===== src/core/adrlm_pkg.sv =====
package adrlm_pkg;
  // ==========================================================
  // clock and timing
  localparam int unsigned CLK_MHZ = 200;
  // bus dominant time that qualifies a wake, in ns
  localparam int unsigned WAKE_FILTER_NS = 50000;
  localparam int unsigned WAKE_FILTER_CYC = (WAKE_FILTER_NS * CLK_MHZ + 999) / 1000;
  // time in current limitation before the transceiver is shut off, in ns
  localparam int unsigned CL_DELAY_NS = 10000;
  localparam int unsigned CL_DELAY_CYC = (CL_DELAY_NS * CLK_MHZ + 999) / 1000;
  localparam int unsigned CL_CNT_W = 12;
  localparam int unsigned WAKE_CNT_W = 16;

  // ==========================================================
  // serial register port framing
  localparam int unsigned ADDR_W = 7;
  localparam int unsigned FRAME_BITS = 16;
  localparam int unsigned CNT_W = 5;

  // ==========================================================
  // register offsets
  localparam logic [6:0] SYSTEM_CONTROL_REG_OFS = 7'h0C;
  localparam logic [6:0] SYSTEM_STATUS_REG_OFS = 7'h0E;
  localparam logic [6:0] AMUX_OFS = 7'h08;
  localparam logic [6:0] IMASK_OFS = 7'h09;
  localparam logic [6:0] IFLAG_OFS = 7'h0A;
  localparam logic [6:0] RSR_OFS = 7'h0D;

  // ==========================================================
  // field positions
  localparam int unsigned RSR_POR = 0;
  localparam int unsigned RSR_PIN = 1;
  localparam int unsigned RSR_WDOG = 2;
  localparam int unsigned RSR_OTEMP = 3;
  localparam int unsigned RSR_UVOLT = 4;
  localparam int unsigned RSR_BUSWK = 5;
  localparam int unsigned RSR_INWK = 6;
  localparam int unsigned SYSTEM_CONTROL_REG_PSE = 0;
  localparam int unsigned SYSTEM_CONTROL_REG_SLEW_LO = 1;
  localparam int unsigned SYSTEM_STATUS_REG_CL = 0;
  localparam int unsigned SYSTEM_STATUS_REG_WKIN = 1;
  localparam int unsigned AMUX_SS_LO = 0;
  localparam int unsigned AMUX_GAIN = 4;
  localparam int unsigned AMUX_LVL_LO = 5;
  localparam int unsigned AMUX_CURRENT_SOURCE_ENABLE = 7;
  localparam int unsigned IMASK_BUSIE = 2;
  localparam int unsigned IFLAG_BUSIF = 2;

  // ==========================================================
  // reset values
  localparam logic [7:0] RSR_POR_VAL = 8'h01;
  localparam logic [7:0] SYSTEM_CONTROL_REG_RST = 8'h00;
  localparam logic [1:0] SLEW_20K = 2'h0;
  localparam logic [7:0] AMUX_RST = 8'h00;
  localparam logic [7:0] IMASK_RST = 8'h00;
  localparam logic [7:0] IFLAG_RST = 8'h00;
  localparam logic [7:0] RD_UNMAPPED = 8'h00;

  // ==========================================================
  // analog multiplexer sources
  localparam logic [3:0] SRC_INPUT = 4'hA;
  localparam logic [3:0] SRC_CALIB = 4'hB;
  localparam logic [3:0] SRC_UNUSED_7 = 4'h7;
  localparam logic [3:0] SRC_LAST = 4'hB;

  // ==========================================================
  // synchroniser bit positions and idle levels
  localparam int unsigned NSYNC = 13;
  localparam int unsigned S_PINRST = 0;
  localparam int unsigned S_WDTO = 1;
  localparam int unsigned S_WDBAD = 2;
  localparam int unsigned S_OTEMP = 3;
  localparam int unsigned S_UVOLT = 4;
  localparam int unsigned S_BUS = 5;
  localparam int unsigned S_TXD = 6;
  localparam int unsigned S_TXDEN = 7;
  localparam int unsigned S_CLIM = 8;
  localparam int unsigned S_WKIN = 9;
  localparam int unsigned S_SCK = 10;
  localparam int unsigned S_MOSI = 11;
  localparam int unsigned S_SSN = 12;
  localparam logic [12:0] SYNC_IDLE = 13'h1061;

  // ==========================================================
  // operating modes, gray along run -> stop -> sleep
  typedef enum logic [1:0] {
    ADRLM_RUN = 2'h0,
    ADRLM_STOP = 2'h1,
    ADRLM_SLEEP = 2'h3
  } adrlm_mode_t;
endpackage : adrlm_pkg


===== src/core/adrlm_top.sv =====
// Summary of operation
// - power-on sets the power-on flag; only a written one clears it
// - external reset pin pulled low sets the pin reset flag; write one clears
// - watchdog timeout or badly timed service sets watchdog flag; write one clears
// - overtemperature sets the overtemperature reset flag; write one clears
// - regulator undervoltage sets the undervoltage reset flag; write one clears
// - bus activity causing wake from sleep sets bus wake flag; write one clears
// - wake input event causing wake from sleep sets its flag (stop wake sets none); write one clears
// - two-bit slew select field, reset value selects the 20 kbit/s setting
// - bus transmitter enabled only while power stage enable is set
// - current limitation sets status bit and disables transceiver after fixed delay
// - transmit low drives bus dominant; transmit high turns the driver off
// - undriven transmit input reads high, leaving bus recessive
// - receive pin high for recessive bus, low for dominant bus
// - stop: transmitter off, long dominant then rise sets flag and wakes if enabled
// - sleep: long dominant then rise wakes through reset, sets bus wake flag
// - current source on needs power stage, input or calibration source selected and source enable
// - two-bit level field picks 40/120/320/800 uA; reset gives lowest
// - current source forced off in stop or sleep mode
// - four-bit select routes one of eleven sources to converter output
// - gain bit one gives low, zero high amplification; reset clears it
// - read/write current source enable, cleared by reset
// - power-on reset sets power-on flag and clears all other status flags
// - watchdog, overtemperature, undervoltage resets clear control, interrupt and current limit flags, keep reset status flags
// - reset status flags stay set until software or power-on reset clears them
`timescale 1ns/1ps
`default_nettype none
module adrlm_top #(
  parameter int unsigned WAKE_FILTER_CYC = adrlm_pkg::WAKE_FILTER_CYC
) (
  input wire logic sys_clk_i,
  input wire logic rst_i,
  input wire logic ce_i,
  input wire logic [1:0] mode_i,
  input wire logic pin_reset_i,
  input wire logic wdog_timeout_i,
  input wire logic wdog_bad_service_i,
  input wire logic overtemp_i,
  input wire logic undervolt_i,
  input wire logic lin_bus_i,
  input wire logic txd_i,
  input wire logic txd_drive_i,
  input wire logic lin_cur_limit_i,
  input wire logic wake_input_i,
  input wire logic spi_sck_i,
  input wire logic spi_mosi_i,
  input wire logic spi_ss_n_i,
  output logic spi_miso_o,
  output logic rxd_o,
  output logic lin_o,
  output logic lin_oe_o,
  output logic [1:0] slew_select_o,
  output logic tx_enable_o,
  output logic cs_on_o,
  output logic [1:0] current_level_select_o,
  output logic [3:0] converter_source_o,
  output logic converter_source_valid_o,
  output logic sense_gain_select_o,
  output logic sys_wake_o,
  output logic wake_reset_o
);
  // ==========================================================
  // input synchronisers
  logic [12:0] sync1_ff;
  logic [12:0] sync2_ff;

  for (genvar i = 0; i < 13; i++) begin : g_sync
    always_ff @(posedge sys_clk_i) begin
      if (rst_i) begin
        sync1_ff[i] <= adrlm_pkg::SYNC_IDLE[i];
        sync2_ff[i] <= adrlm_pkg::SYNC_IDLE[i];
      end else if (ce_i) begin
        sync1_ff[i] <= (i == 0) ? pin_reset_i :
                       (i == 1) ? wdog_timeout_i :
                       (i == 2) ? wdog_bad_service_i :
                       (i == 3) ? overtemp_i :
                       (i == 4) ? undervolt_i :
                       (i == 5) ? lin_bus_i :
                       (i == 6) ? txd_i :
                       (i == 7) ? txd_drive_i :
                       (i == 8) ? lin_cur_limit_i :
                       (i == 9) ? wake_input_i :
                       (i == 10) ? spi_sck_i :
                       (i == 11) ? spi_mosi_i : spi_ss_n_i;
        sync2_ff[i] <= sync1_ff[i];
      end
    end
  end

  // ==========================================================
  // mode decode and reset sources
  wire mode_run = (mode_i == adrlm_pkg::ADRLM_RUN);
  wire mode_stop = (mode_i == adrlm_pkg::ADRLM_STOP);
  wire mode_sleep = (mode_i == adrlm_pkg::ADRLM_SLEEP);
  wire lowpow = mode_stop | mode_sleep;

  wire ev_pin = ~sync2_ff[adrlm_pkg::S_PINRST];
  wire ev_wdog = sync2_ff[adrlm_pkg::S_WDTO] | sync2_ff[adrlm_pkg::S_WDBAD];
  wire ev_otemp = sync2_ff[adrlm_pkg::S_OTEMP];
  wire ev_uvolt = sync2_ff[adrlm_pkg::S_UVOLT];
  // warm resets hold the control registers at reset value while present
  wire warm_rst = ev_pin | ev_wdog | ev_otemp | ev_uvolt;

  // ==========================================================
  // register port
  logic spi_wr;
  logic [6:0] spi_addr;
  logic [7:0] spi_wdata;
  logic [7:0] rdata;

  adrlm_spi_port u_spi (
    .sys_clk_i(sys_clk_i),
    .rst_i(rst_i),
    .ce_i(ce_i),
    .sck_s_i(sync2_ff[adrlm_pkg::S_SCK]),
    .mosi_s_i(sync2_ff[adrlm_pkg::S_MOSI]),
    .ss_n_s_i(sync2_ff[adrlm_pkg::S_SSN]),
    .rdata_i(rdata),
    .wr_o(spi_wr),
    .addr_o(spi_addr),
    .wdata_o(spi_wdata),
    .miso_o(spi_miso_o)
  );

  wire wr_system_control_reg = spi_wr && spi_addr == adrlm_pkg::SYSTEM_CONTROL_REG_OFS;
  wire wr_system_status_reg = spi_wr && spi_addr == adrlm_pkg::SYSTEM_STATUS_REG_OFS;
  wire wr_amux = spi_wr && spi_addr == adrlm_pkg::AMUX_OFS;
  wire wr_imask = spi_wr && spi_addr == adrlm_pkg::IMASK_OFS;
  wire wr_iflag = spi_wr && spi_addr == adrlm_pkg::IFLAG_OFS;
  wire wr_rsr = spi_wr && spi_addr == adrlm_pkg::RSR_OFS;

  // ==========================================================
  // control registers
  logic [7:0] system_control_reg_ff;
  logic [7:0] amux_ff;
  logic [7:0] imask_ff;

  always_ff @(posedge sys_clk_i) begin
    if (rst_i) begin
      system_control_reg_ff <= adrlm_pkg::SYSTEM_CONTROL_REG_RST;
      amux_ff <= adrlm_pkg::AMUX_RST;
      imask_ff <= adrlm_pkg::IMASK_RST;
    end else if (ce_i) begin
      if (warm_rst) begin
        system_control_reg_ff <= adrlm_pkg::SYSTEM_CONTROL_REG_RST;
        amux_ff <= adrlm_pkg::AMUX_RST;
        imask_ff <= adrlm_pkg::IMASK_RST;
      end else begin
        if (wr_system_control_reg) begin
          system_control_reg_ff <= spi_wdata & 8'h07;
        end
        if (wr_amux) begin
          amux_ff <= spi_wdata;
        end
        if (wr_imask) begin
          imask_ff <= spi_wdata & 8'h04;
        end
      end
    end
  end

  wire pse = system_control_reg_ff[adrlm_pkg::SYSTEM_CONTROL_REG_PSE];
  wire [3:0] ss = amux_ff[adrlm_pkg::AMUX_SS_LO +: 4];
  wire bus_ie = imask_ff[adrlm_pkg::IMASK_BUSIE];

  assign slew_select_o = system_control_reg_ff[adrlm_pkg::SYSTEM_CONTROL_REG_SLEW_LO +: 2];

  // ==========================================================
  // bus wake detection in stop and sleep
  logic bus_wake;
  wire bus_s = sync2_ff[adrlm_pkg::S_BUS];

  adrlm_wake_det #(
    .FILT_CYC(WAKE_FILTER_CYC)
  ) u_wake (
    .sys_clk_i(sys_clk_i),
    .rst_i(rst_i),
    .ce_i(ce_i),
    .en_i(lowpow),
    .bus_i(bus_s),
    .wake_o(bus_wake)
  );

  wire stop_bus_wake = bus_wake & mode_stop & bus_ie;
  wire sleep_bus_wake = bus_wake & mode_sleep;

  // ==========================================================
  // wake input: level stored on entry and re-armed on each wake, so requests pulse
  logic lowpow_q_ff;
  logic wkin_ref_ff;
  wire wkin_s = sync2_ff[adrlm_pkg::S_WKIN];
  wire wkin_event = lowpow & lowpow_q_ff & (wkin_s != wkin_ref_ff);
  wire stop_in_wake = wkin_event & mode_stop;
  wire sleep_in_wake = wkin_event & mode_sleep;

  always_ff @(posedge sys_clk_i) begin
    if (rst_i) begin
      lowpow_q_ff <= 1'b0;
      wkin_ref_ff <= 1'b0;
      sys_wake_o <= 1'b0;
      wake_reset_o <= 1'b0;
    end else if (ce_i) begin
      lowpow_q_ff <= lowpow;
      if ((lowpow & ~lowpow_q_ff) | wkin_event) begin
        wkin_ref_ff <= wkin_s;
      end
      sys_wake_o <= stop_bus_wake | stop_in_wake;
      wake_reset_o <= sleep_bus_wake | sleep_in_wake;
    end
  end

  // ==========================================================
  // bus interrupt flag, set wins over the written clear
  logic [7:0] iflag_ff;
  wire [7:0] iflag_set = {5'h00, stop_bus_wake, 2'h0};
  wire [7:0] iflag_clr = wr_iflag ? spi_wdata : 8'h00;

  always_ff @(posedge sys_clk_i) begin
    if (rst_i) begin
      iflag_ff <= adrlm_pkg::IFLAG_RST;
    end else if (ce_i) begin
      if (warm_rst) begin
        iflag_ff <= adrlm_pkg::IFLAG_RST;
      end else begin
        iflag_ff <= (iflag_ff & ~iflag_clr) | iflag_set;
      end
    end
  end

  // ==========================================================
  // reset source status: cleared only by power-on or written ones
  logic [7:0] rsr_ff;
  logic [7:0] rsr_set;
  wire [7:0] rsr_clr = wr_rsr ? spi_wdata : 8'h00;

  always_comb begin
    rsr_set = 8'h00;
    rsr_set[adrlm_pkg::RSR_PIN] = ev_pin;
    rsr_set[adrlm_pkg::RSR_WDOG] = ev_wdog;
    rsr_set[adrlm_pkg::RSR_OTEMP] = ev_otemp;
    rsr_set[adrlm_pkg::RSR_UVOLT] = ev_uvolt;
    rsr_set[adrlm_pkg::RSR_BUSWK] = sleep_bus_wake;
    rsr_set[adrlm_pkg::RSR_INWK] = sleep_in_wake;
  end

  always_ff @(posedge sys_clk_i) begin
    if (rst_i) begin
      rsr_ff <= adrlm_pkg::RSR_POR_VAL;
    end else if (ce_i) begin
      rsr_ff <= ((rsr_ff & ~rsr_clr) | rsr_set) & 8'h7F;
    end
  end

  // ==========================================================
  // transmitter, current limit shutdown, receiver
  logic cl_flag_ff;
  logic cl_off_ff;
  logic [11:0] cl_cnt_ff;
  logic rxd_ff;
  logic lin_oe_ff;
  localparam logic [11:0] CL_LIMIT = 12'(adrlm_pkg::CL_DELAY_CYC);
  wire clim_s = sync2_ff[adrlm_pkg::S_CLIM];
  wire cl_clear = wr_system_status_reg & spi_wdata[adrlm_pkg::SYSTEM_STATUS_REG_CL];
  // the transmit input floats high when the controller does not drive it
  wire txd_eff = sync2_ff[adrlm_pkg::S_TXD] | ~sync2_ff[adrlm_pkg::S_TXDEN];
  wire tx_en = pse & mode_run & ~cl_off_ff;

  assign tx_enable_o = tx_en;
  assign lin_o = 1'b0;
  assign lin_oe_o = lin_oe_ff;
  assign rxd_o = rxd_ff;

  always_ff @(posedge sys_clk_i) begin
    if (rst_i) begin
      cl_flag_ff <= 1'b0;
      cl_off_ff <= 1'b0;
      cl_cnt_ff <= 12'h000;
      rxd_ff <= 1'b1;
      lin_oe_ff <= 1'b0;
    end else if (ce_i) begin
      rxd_ff <= bus_s;
      lin_oe_ff <= tx_en & ~txd_eff;
      if (warm_rst) begin
        cl_flag_ff <= 1'b0;
        cl_off_ff <= 1'b0;
        cl_cnt_ff <= 12'h000;
      end else begin
        // the shutdown holds until software acknowledges the status bit
        cl_flag_ff <= (cl_flag_ff & ~cl_clear) | (clim_s & tx_en);
        if (cl_clear & ~(clim_s & tx_en)) begin
          cl_off_ff <= 1'b0;
        end else if (cl_cnt_ff >= CL_LIMIT - 12'h001) begin
          cl_off_ff <= 1'b1;
        end
        if (clim_s & tx_en & cl_cnt_ff < CL_LIMIT) begin
          cl_cnt_ff <= cl_cnt_ff + 12'h001;
        end else if (~clim_s) begin
          cl_cnt_ff <= 12'h000;
        end
      end
    end
  end

  // ==========================================================
  // analog input current source and multiplexer
  logic cs_on_ff;
  logic [3:0] src_ff;
  logic src_valid_ff;
  wire cs_sel = (ss == adrlm_pkg::SRC_INPUT) | (ss == adrlm_pkg::SRC_CALIB);
  wire cs_req = pse & cs_sel & amux_ff[adrlm_pkg::AMUX_CURRENT_SOURCE_ENABLE] & ~lowpow;
  wire src_ok = (ss <= adrlm_pkg::SRC_LAST) & (ss != adrlm_pkg::SRC_UNUSED_7);

  assign cs_on_o = cs_on_ff;
  assign converter_source_o = src_ff;
  assign converter_source_valid_o = src_valid_ff;
  assign current_level_select_o = amux_ff[adrlm_pkg::AMUX_LVL_LO +: 2];
  assign sense_gain_select_o = amux_ff[adrlm_pkg::AMUX_GAIN];

  always_ff @(posedge sys_clk_i) begin
    if (rst_i) begin
      cs_on_ff <= 1'b0;
      src_ff <= 4'h0;
      src_valid_ff <= 1'b1;
    end else if (ce_i) begin
      cs_on_ff <= cs_req;
      src_ff <= ss;
      src_valid_ff <= src_ok;
    end
  end

  // ==========================================================
  // read data
  wire [7:0] system_status_reg_rd = {6'h00, wkin_s, cl_flag_ff};

  assign rdata = (spi_addr == adrlm_pkg::SYSTEM_CONTROL_REG_OFS) ? system_control_reg_ff :
                 (spi_addr == adrlm_pkg::SYSTEM_STATUS_REG_OFS) ? system_status_reg_rd :
                 (spi_addr == adrlm_pkg::AMUX_OFS) ? amux_ff :
                 (spi_addr == adrlm_pkg::IMASK_OFS) ? imask_ff :
                 (spi_addr == adrlm_pkg::IFLAG_OFS) ? iflag_ff :
                 (spi_addr == adrlm_pkg::RSR_OFS) ? rsr_ff :
                 adrlm_pkg::RD_UNMAPPED;
endmodule : adrlm_top
`default_nettype wire


===== src/core/adrlm_spi_port.sv =====
`timescale 1ns/1ps
`default_nettype none
module adrlm_spi_port (
  input wire logic sys_clk_i,
  input wire logic rst_i,
  input wire logic ce_i,
  input wire logic sck_s_i,
  input wire logic mosi_s_i,
  input wire logic ss_n_s_i,
  input wire logic [7:0] rdata_i,
  output logic wr_o,
  output logic [6:0] addr_o,
  output logic [7:0] wdata_o,
  output logic miso_o
);
  // ==========================================================
  // frame: write flag, 7-bit address, 8 data bits, msb first, mode 0
  logic sck_q_ff;
  logic [7:0] sh_ff;
  logic [4:0] cnt_ff;
  logic [7:0] tx_ff;
  logic rw_ff;
  wire rise = sck_s_i & ~sck_q_ff;
  wire fall = ~sck_s_i & sck_q_ff;
  wire [7:0] shin = {sh_ff[6:0], mosi_s_i};
  wire last_bit = (cnt_ff == 5'(adrlm_pkg::FRAME_BITS - 1));

  assign miso_o = tx_ff[7];

  always_ff @(posedge sys_clk_i) begin
    if (rst_i) begin
      sck_q_ff <= 1'b0;
      sh_ff <= 8'h00;
      cnt_ff <= 5'h00;
      tx_ff <= 8'h00;
      rw_ff <= 1'b0;
      addr_o <= 7'h00;
      wdata_o <= 8'h00;
      wr_o <= 1'b0;
    end else if (ce_i) begin
      sck_q_ff <= sck_s_i;
      wr_o <= 1'b0;
      if (ss_n_s_i) begin
        cnt_ff <= 5'h00;
      end else if (rise && cnt_ff < 5'(adrlm_pkg::FRAME_BITS)) begin
        sh_ff <= shin;
        cnt_ff <= cnt_ff + 5'h01;
        if (cnt_ff == 5'h07) begin
          rw_ff <= shin[7];
          addr_o <= shin[6:0];
        end
        if (last_bit && rw_ff) begin
          wdata_o <= shin;
          wr_o <= 1'b1;
        end
      end else if (fall && cnt_ff == 5'h08) begin
        tx_ff <= rdata_i;
      end else if (fall && cnt_ff > 5'h08) begin
        tx_ff <= {tx_ff[6:0], 1'b0};
      end
    end
  end
endmodule : adrlm_spi_port
`default_nettype wire


===== src/core/adrlm_wake_det.sv =====
`timescale 1ns/1ps
`default_nettype none
module adrlm_wake_det #(
  parameter int unsigned FILT_CYC = adrlm_pkg::WAKE_FILTER_CYC
) (
  input wire logic sys_clk_i,
  input wire logic rst_i,
  input wire logic ce_i,
  input wire logic en_i,
  input wire logic bus_i,
  output logic wake_o
);
  // ==========================================================
  // dominant phase counter, saturating so long faults cannot wrap
  localparam logic [15:0] FILT = 16'(FILT_CYC);
  logic [15:0] cnt_ff;
  logic bus_q_ff;

  always_ff @(posedge sys_clk_i) begin
    if (rst_i) begin
      cnt_ff <= 16'h0000;
      bus_q_ff <= 1'b1;
      wake_o <= 1'b0;
    end else if (ce_i) begin
      bus_q_ff <= bus_i;
      wake_o <= 1'b0;
      if (!en_i) begin
        cnt_ff <= 16'h0000;
      end else if (!bus_i) begin
        if (cnt_ff < FILT) begin
          cnt_ff <= cnt_ff + 16'h0001;
        end
      end else begin
        wake_o <= ~bus_q_ff & (cnt_ff >= FILT);
        cnt_ff <= 16'h0000;
      end
    end
  end
endmodule : adrlm_wake_det
`default_nettype wire


===== config.mk =====
export PLATFORM = sky130hd
export DESIGN_NAME = adrlm_top
export DESIGN_NICKNAME = d
export VERILOG_FILES = /design/src/core/adrlm_pkg.sv /design/src/core/adrlm_top.sv /design/src/core/adrlm_spi_port.sv /design/src/core/adrlm_wake_det.sv
export SDC_FILE = /design/constraint.sdc
export NUM_CORES = 1
export LEC_CHECK = 0
export BUFFER_PORTS_ARGS = -buffer_cell sky130_fd_sc_hd__buf_2
export CAP_MARGIN = 20
export CORE_ASPECT_RATIO = 1.75
export CORE_MARGIN = 2
export CORE_UTILIZATION = 55
export CTS_CLUSTER_DIAMETER = 200
export DETAILED_ROUTE_END_ITERATION = 7
export PLACE_DENSITY = 0.73
export RECOVER_POWER = 50
export SYNTH_ARGS = -nofsm -noshare
export SYNTH_HDL_FRONTEND = slang
export SYNTH_HIERARCHICAL = 1
export SYNTH_SLANG_ARGS = --single-unit

===== constraint.sdc =====
create_clock -name sys_clk_i -period 2.3 [get_ports sys_clk_i]
set_clock_uncertainty 0.15 [all_clocks]
set_input_delay 0.46 -clock sys_clk_i [delete_from_list [all_inputs] [get_ports sys_clk_i]]
set_output_delay 0.46 -clock sys_clk_i [all_outputs]
set_load 0.03 [all_outputs]

Word-level counts from Yosys, hierarchy flattened
Cells that the tools add are included.
{ "word_totals": {"elab_cells": 196, "out_inout_bits": 18, "in_bits": 18, "reg_bits": 146} }
{ "classes": {"n_reduce_logical": 29, "n_mux": 34, "n_eq_ne": 17, "n_addsub": 3, "bitwise": 53, "magnitude_cmp": 7} }
{ "op_table": {"columns": ["op", "count"], "rows": [
  ["two-way mux 8 bit", 15],
  ["two-way mux 16 bit", 3],
  ["== test 7 x 4 -> 1 bit (second input constant)", 6],
  ["two-way mux 12 bit", 3],
  ["AND 1 bit", 23],
  ["adder 16 x 1 -> 16 bit (second input constant)", 1],
  ["greater-or-equal comparator 16 x 14 -> 1 bit (second input constant)", 1],
  ["< comparator 16 x 14 -> 1 bit (second input constant)", 1],
  ["AND reduction 2 bit", 8],
  ["two-way mux 7 bit", 2],
  ["NOT 1 bit", 13],
  ["adder 12 x 1 -> 12 bit (second input constant)", 1],
  ["greater-or-equal comparator 12 x 11 -> 1 bit (second input constant)", 1],
  ["< comparator 12 x 11 -> 1 bit (second input constant)", 1],
  ["AND reduction 4 bit", 3],
  ["OR 1 bit", 11],
  ["== test 5 x 4 -> 1 bit (second input constant)", 2],
  ["logical AND 1 bit", 10],
  ["two-way mux 5 bit", 2],
  ["nonzero test 2 bit", 5],
  ["two-way mux 1 bit", 9],
  ["AND 8 bit", 1],
  ["== test 4 bit (second input constant)", 2],
  ["NOT 8 bit", 1],
  ["other kinds (18)", 18]
]} }

Logic depth before layout (Yosys ltp)
{ "depth": {"ltp_word": 8, "mapped_depth": 8, "ltp_nobuf": 7} }

By module
Netlist, hierarchy kept.
{ "modules_own_cells": {"columns": ["mod", "cells_per_inst", "instances", "area_per_inst_um2", "seq_area_each_um2"], "rows": [
  ["adrlm_top", 385, 1, 3542.1, 1581.5],
  ["adrlm_spi_port", 192, 1, 1791.7, 760.7],
  ["adrlm_wake_det", 98, 1, 883.3, 360.3]
]} }

Worst setup path before layout
Ideal clock, no wire load.
{ "synth_path": {"kind": "input port to flip-flop", "start": "input port mode_i[1]", "end": "register cl_cnt_ff[10]", "setup_ns": 0.071, "path_stages": 5, "t_arrival_ns": 2.077, "required_time_ns": 2.079, "path_buffers": 0, "setup_slack_ns": 0.002, "path_cell_list": "nor4b_4 > nand3b_4 > or2_1 > or4_1 > a21oi_1"} }
{ "synth_via": {"elab_chain_len": 7, "word_cells_on_any_way": 9, "classes_between": "eq/ne (1); mux (2); bitwise (4); reduce/logical (2)"} }
{ "synth_rtl": {"columns": ["element", "line_no", "text"], "rows": [
  ["from (decl)", "adrlm_top.sv:34", "input wire logic [1:0] mode_i,"],
  ["logical NOT 2 bit *", "adrlm_top.sv:92", "wire mode_run = (mode_i == adrlm_pkg::ADRLM_RUN);"],
  ["AND 1 bit * (2 in a row)", "adrlm_top.sv:266", "wire tx_en = pse & mode_run & ~cl_off_ff;"],
  ["AND 1 bit * (2 in a row)", "adrlm_top.sv:295", "if (clim_s & tx_en & cl_cnt_ff < CL_LIMIT) begin"],
  ["!= test 3 x 1 -> 1 bit (no source line) / two-way mux 12 bit (equally long branches)", null, null],
  ["AND reduction 2 bit (no source line) / two-way mux 12 bit (equally long branches)", null, null],
  ["to (signal assigned)", "adrlm_top.sv:296", "cl_cnt_ff <= cl_cnt_ff + 12'h001;"],
  ["to (decl)", "adrlm_top.sv:258", "logic [11:0] cl_cnt_ff;"]
]} }
Mark *: on every way between the ends. The rest lies on a longest branch, timed or not.
A chain may end at the register's enable or synchronous reset.

Worst setup path in the final report
{ "layout_path": {"start": "register sync2_ff[4], in the netlist ev_uvolt", "end": "register cl_cnt_ff[9]"} }
{ "layout_via": {"elab_chain_len": 3, "word_cells_on_any_way": 4, "classes_between": "eq/ne (1); mux (1); bitwise (1); reduce/logical (1)"} }
{ "layout_rtl": {"columns": ["element", "line_no", "text"], "rows": [
  ["from (decl)", "adrlm_top.sv:65", "logic [12:0] sync2_ff;"],
  ["from (signal, indexed assignment)", "adrlm_top.sv:71", "sync2_ff[i] <= adrlm_pkg::SYNC_IDLE[i];"],
  ["from (signal, indexed assignment)", "adrlm_top.sv:85", "sync2_ff[i] <= sync1_ff[i];"],
  ["OR 1 bit *", "adrlm_top.sv:102", "wire warm_rst = ev_pin | ev_wdog | ev_otemp | ev_uvolt;"],
  ["!= test 3 x 1 -> 1 bit (no source line)", null, null],
  ["AND reduction 2 bit (no source line)", null, null]
]} }
Marks and branches as above.

==> results_tabular.tex <==
\begin{tabular}{lr}
\hline
Metric & Value \\
\hline
\multicolumn{2}{l}{\textbf{Worst setup path}} \\
Reg-to-reg critical path startpoint & ev\_uvolt\$\_SDFFE\_PP0P\_ \\
Startpoint-to-endpoint class of the critical path & reg2reg \\
FF-to-FF path depth & 5 \\
Max FO, Critical Path & 8 \\
Destination of the worst register-to-register timing path & cl\_cnt\_ff[9]\$\_SDFFE\_PP0P\_ \\
Worst EP required & $\sim$2500 ps \\
CP arrival & around 2400 ps \\
FF-to-FF setup slack & around 110 ps \\
Critical path endpoint category & flop \\
Startpoint type of the worst setup path & flop \\
\multicolumn{2}{l}{\textbf{CTS}} \\
Buffer type at the clock tree root & clkbuf\_16 \\
Number of hold buffers added after CTS & 0 \\
CTS sink count & between 100 and 150 \\
Reg clk slew, reported paths & $\sim$60 ps \\
Setup Fix Bufs, Post-CTS & 0 \\
Total clock buffers created by CTS & 17 \\
Post-cts resize count & 0 \\
TritonCTS clock tree & built \\
Clock latency reported for the late side of the worst-skew pair & $\sim$410 ps \\
Maximum number of buffers from clock root to sink & 2 \\
Clock H-tree levels & 4 \\
\multicolumn{2}{l}{\textbf{Floorplanning}} \\
Number of top-level pins & 36 \\
Placement Rows & around 50 \\
Die outline height & 145 um \\
Placeable core area & 11100 sq um \\
Die extent in x & between 80 and 90 um \\
Starting Density & 0.560 \\
Overall die area & 12200 sq um \\
\multicolumn{2}{l}{\textbf{Synthesis}} \\
Synthesis-stage register bit count & 135 \\
Average cell area after synthesis & 9.21 sq um \\
Post-synthesis sequential area ratio & 0.435 \\
Async set or reset register ratio after synthesis & 0 \\
Proportion of synthesized area in mux cells & 0.0809 \\
Count of flip-flops with a built-in enable after synthesis & 0 \\
Number of instances in the synthesized netlist & slightly below 700 \\
Synth area leaders & dfxtp\_1 (43\%), mux2i\_1 (7.7\%), a21oi\_1 (4.3\%) \\
Area of the mapped netlist & 6220 sq um \\
Synth Warn \# & 6 \\
Post-synth cell types & just under 80 \\
Synth Net Count & 699 \\
Post-Synth Simple-Gate Area & 0.261 \\
Library cell with the largest summed area after synthesis & dfxtp\_1 \\
Adder-cell share of the synthesized area & 0.0121 \\
Main combinational cell family by area after synthesis & simple AND/OR/NAND/NOR gates \\
Share of the synthesized area in the top cell type & 0.435 \\
Synth Area in XOR/XNOR & 0.00423 \\
Commonest register cell after synthesis & dfxtp\_1 \\
Synth Area in Compound Gates & 0.164 \\
\multicolumn{2}{l}{\textbf{Timing}} \\
Setup Total Neg Slack & 0 ps \\
Final period utilization & 0.953 \\
Minimum clock period & between 2000 and 2500 ps \\
Final count of hold timing violations & 0 \\
Number of setup violations in the final report & 0 \\
Worst max-slew margin expressed relative to the limit & 0.490 \\
Max Clk Rate & about 460 MHz \\
Final number of max-transition violations & 0 \\
Worst slew pin tran & roughly 760 ps \\
Unrepaired setup endpoints after global routing & no \\
\multicolumn{2}{l}{\textbf{Global route}} \\
Global-route usage over all layers & 0.263 \\
GRT Residual Overflow & 0 \\
Antenna violations before repair & 0 \\
Via count of the first global-routing pass & around 5200 \\
Global-route wire length before repair & 25500 um \\
Largest net degree at the start of global routing & roughly 60 \\
\multicolumn{2}{l}{\textbf{Pwr}} \\
Lkg Pwr & approximately 0.0028 uW \\
Areal power density over the cells & between 700 and 800 nW/um\^{}2 \\
Largest voltage drop on the vdd net & between 0.0006 and 0.0007 V \\
\multicolumn{2}{l}{\textbf{Min path}} \\
HP Start & lin\_bus\_i \\
Sink of the worst hold path & sync1\_ff[5]\$\_SDFFE\_PP1P\_ \\
Path class of the lowest-slack min-delay path & in2reg \\
Number of cells on the worst hold path & 3 \\
\multicolumn{2}{l}{\textbf{Routing}} \\
Drt pass-1 iters & 5 \\
Residual DRC & 0 \\
Number of vias after detailed routing & between 5000 and 6000 \\
Routed wire length & between 15000 and 20000 um \\
Routed vias/inst & 6.13 \\
Residual antenna-violating net count after detailed routing & 0 \\
Detail-routed net length per standard cell & between 15 and 20 um \\
Drt initial violations & around 340 \\
\multicolumn{2}{l}{\textbf{Placed design}} \\
Count of buffers inserted at the top-level ports & 34 \\
DP Wirelength & between 10000 and 15000 um \\
RePlAce Congestion & 0.919 \\
\multicolumn{2}{l}{\textbf{Cells and area}} \\
Inserted Diodes & 0 \\
Synth-to-layout area growth & 15.4\% \\
Layout cells sized above 1 & 0.149 \\
Final Core Density & 0.646 \\
Net count of the finished layout & between 700 and 800 \\
\multicolumn{2}{l}{\textbf{Flow run}} \\
Total of max-cap violations & 0 \\
\multicolumn{2}{l}{\textbf{Status}} \\
Outcome & complete, no violations \\
\hline
\end{tabular}
[synth_stat cells (all sizes together) (8+ instances only)]
master,count
o21ai,29
nand4,10
and2,12
a22oi,8
nand3,32
buf,14
mux2i,48
or3,11
nor2,38
nand2,58
clkbuf,32
nor2b,10
a21oi,55
nor3,8
dfxtp,135
and3,16
inv,10
or4,9
nand2b,41
a22o,8
[how the worst max path moves through the flow]
stage / start / slack [ps] / depth (start not counted) / endpoint
6_report: ev_uvolt$_SDFFE_PP0P_ / 110 / 5 / cl_cnt_ff[9]$_SDFFE_PP0P_
5_1_grt: u_spi/addr_o[5]$_SDFFE_PP0P_ / 9 / 6 / amux_ff[5]$_SDFFE_PP0P_
4_1_cts: ev_uvolt$_SDFFE_PP0P_ / 120 / 5 / cl_cnt_ff[9]$_SDFFE_PP0P_
3_5_place_dp: mode_i[1] / 120 / 6 / cl_cnt_ff[6]$_SDFFE_PP0P_
3_3_place_gp: mode_i[1] / 160 / 6 / cl_cnt_ff[10]$_SDFFE_PP0P_
2_1_floorplan: mode_i[1] / 2 / 5 / cl_cnt_ff[10]$_SDFFE_PP0P_
[registers in the layout, summed over array words and instances (netlist names), 3 cells and up]
register               flops
u_spi/sh_ff                7
u_spi/wdata_o              8
u_spi/addr_o               7
amux_ff                    8
u_wake/cnt_ff             16
converter_source_o         4
system_control_reg_ff      3
rsr_ff                     7
sync2_ff                   8
cl_cnt_ff                 12
u_spi/tx_ff                8
u_spi/cnt_ff               5
sync1_ff                  13
iflag_ff                   8
[where the power goes]
group          switching (uW)  total [uW]  leakage, uW  internal, uW
logic                     143         235      0.00135          91.9
clock network            1010        3080     0.000324          2060
registers                22.0        2390      0.00109          2370
total                    1180        5700      0.00276          4520
[metal layers]
| layer | vias up | GRT usage | part of all wire |
|---|---|---|---|
| li1 | 2529 | - | - |
| met1 | 2520 | 0.265 | 0.38 |
| met2 | 155 | 0.507 | 0.55 |
| met3 | 45 | 0.0562 | 0.030 |
| met4 | 0 | 0.127 | 0.041 |
| met5 | - | 0 | 0 |
[final cells by class]
cell class,instances,area (sq um)
inverters,10,37.5
clock buffers,20,447
well taps,132,165
fillers,936,3930
clock inverters,12,224
multi-input cells,484,3230
repair buffers,63,364
flip-flops and latches,135,2700
[worst max-delay path, cell delays in order (launching register included)]
cell,delay (ps)
dfxtp_1,320
or3b_4,400
or3_4,390
nor4_4,500
nor3b_2,240
a211o_1,120
[kinds of logic (layout without fill, tap and decap cells)]
kind of cell    count (synthesis)  in the layout
mux                            50             50
xor+xnor                        3              3
buf+inv                        56            105
flops                         135            135
simple gates                  272            272
compound gates                152            152
other cells                     1              1
fa+ha+maj                       6              6
[through the flow]
stage          power, uW  instance area [sq um]  setup slack (ps)  cells  hold WS (ps)
2_1_floorplan       2590                   6220              2.46    675           262
3_5_place_dp        2680                   6560               119    824           273
6_report            5700                   7170               108    856           113
3_3_place_gp        2670                   6560               161    824           269
4_1_cts             5730                   7230               122    856           104
5_1_grt             5870                   7170              9.22    856           109
[layout by cell type (no fill, tap or decap), types with 8 or more instances in the layout]
master / synthesis / final
a21oi_1: 54 / 54
a22o_1: 8 / 8
a22oi_1: 8 / 8
and2_1: 12 / 10
and3_1: 16 / 16
buf_2: 3 / 17
buf_4: 5 / 24
clkbuf_1: 30 / 23
clkbuf_16: 0 / 17
dfxtp_1: 135 / 135
inv_1: 10 / 10
mux2i_1: 48 / 48
nand2_1: 57 / 57
nand2b_1: 41 / 41
nand3_1: 30 / 31
nand4_1: 9 / 9
nor2_1: 37 / 37
nor2b_1: 10 / 10
o21ai_0: 28 / 28
or3_1: 9 / 9
or4_1: 8 / 8
Note: power is estimated with default switching activity, not from simulation.
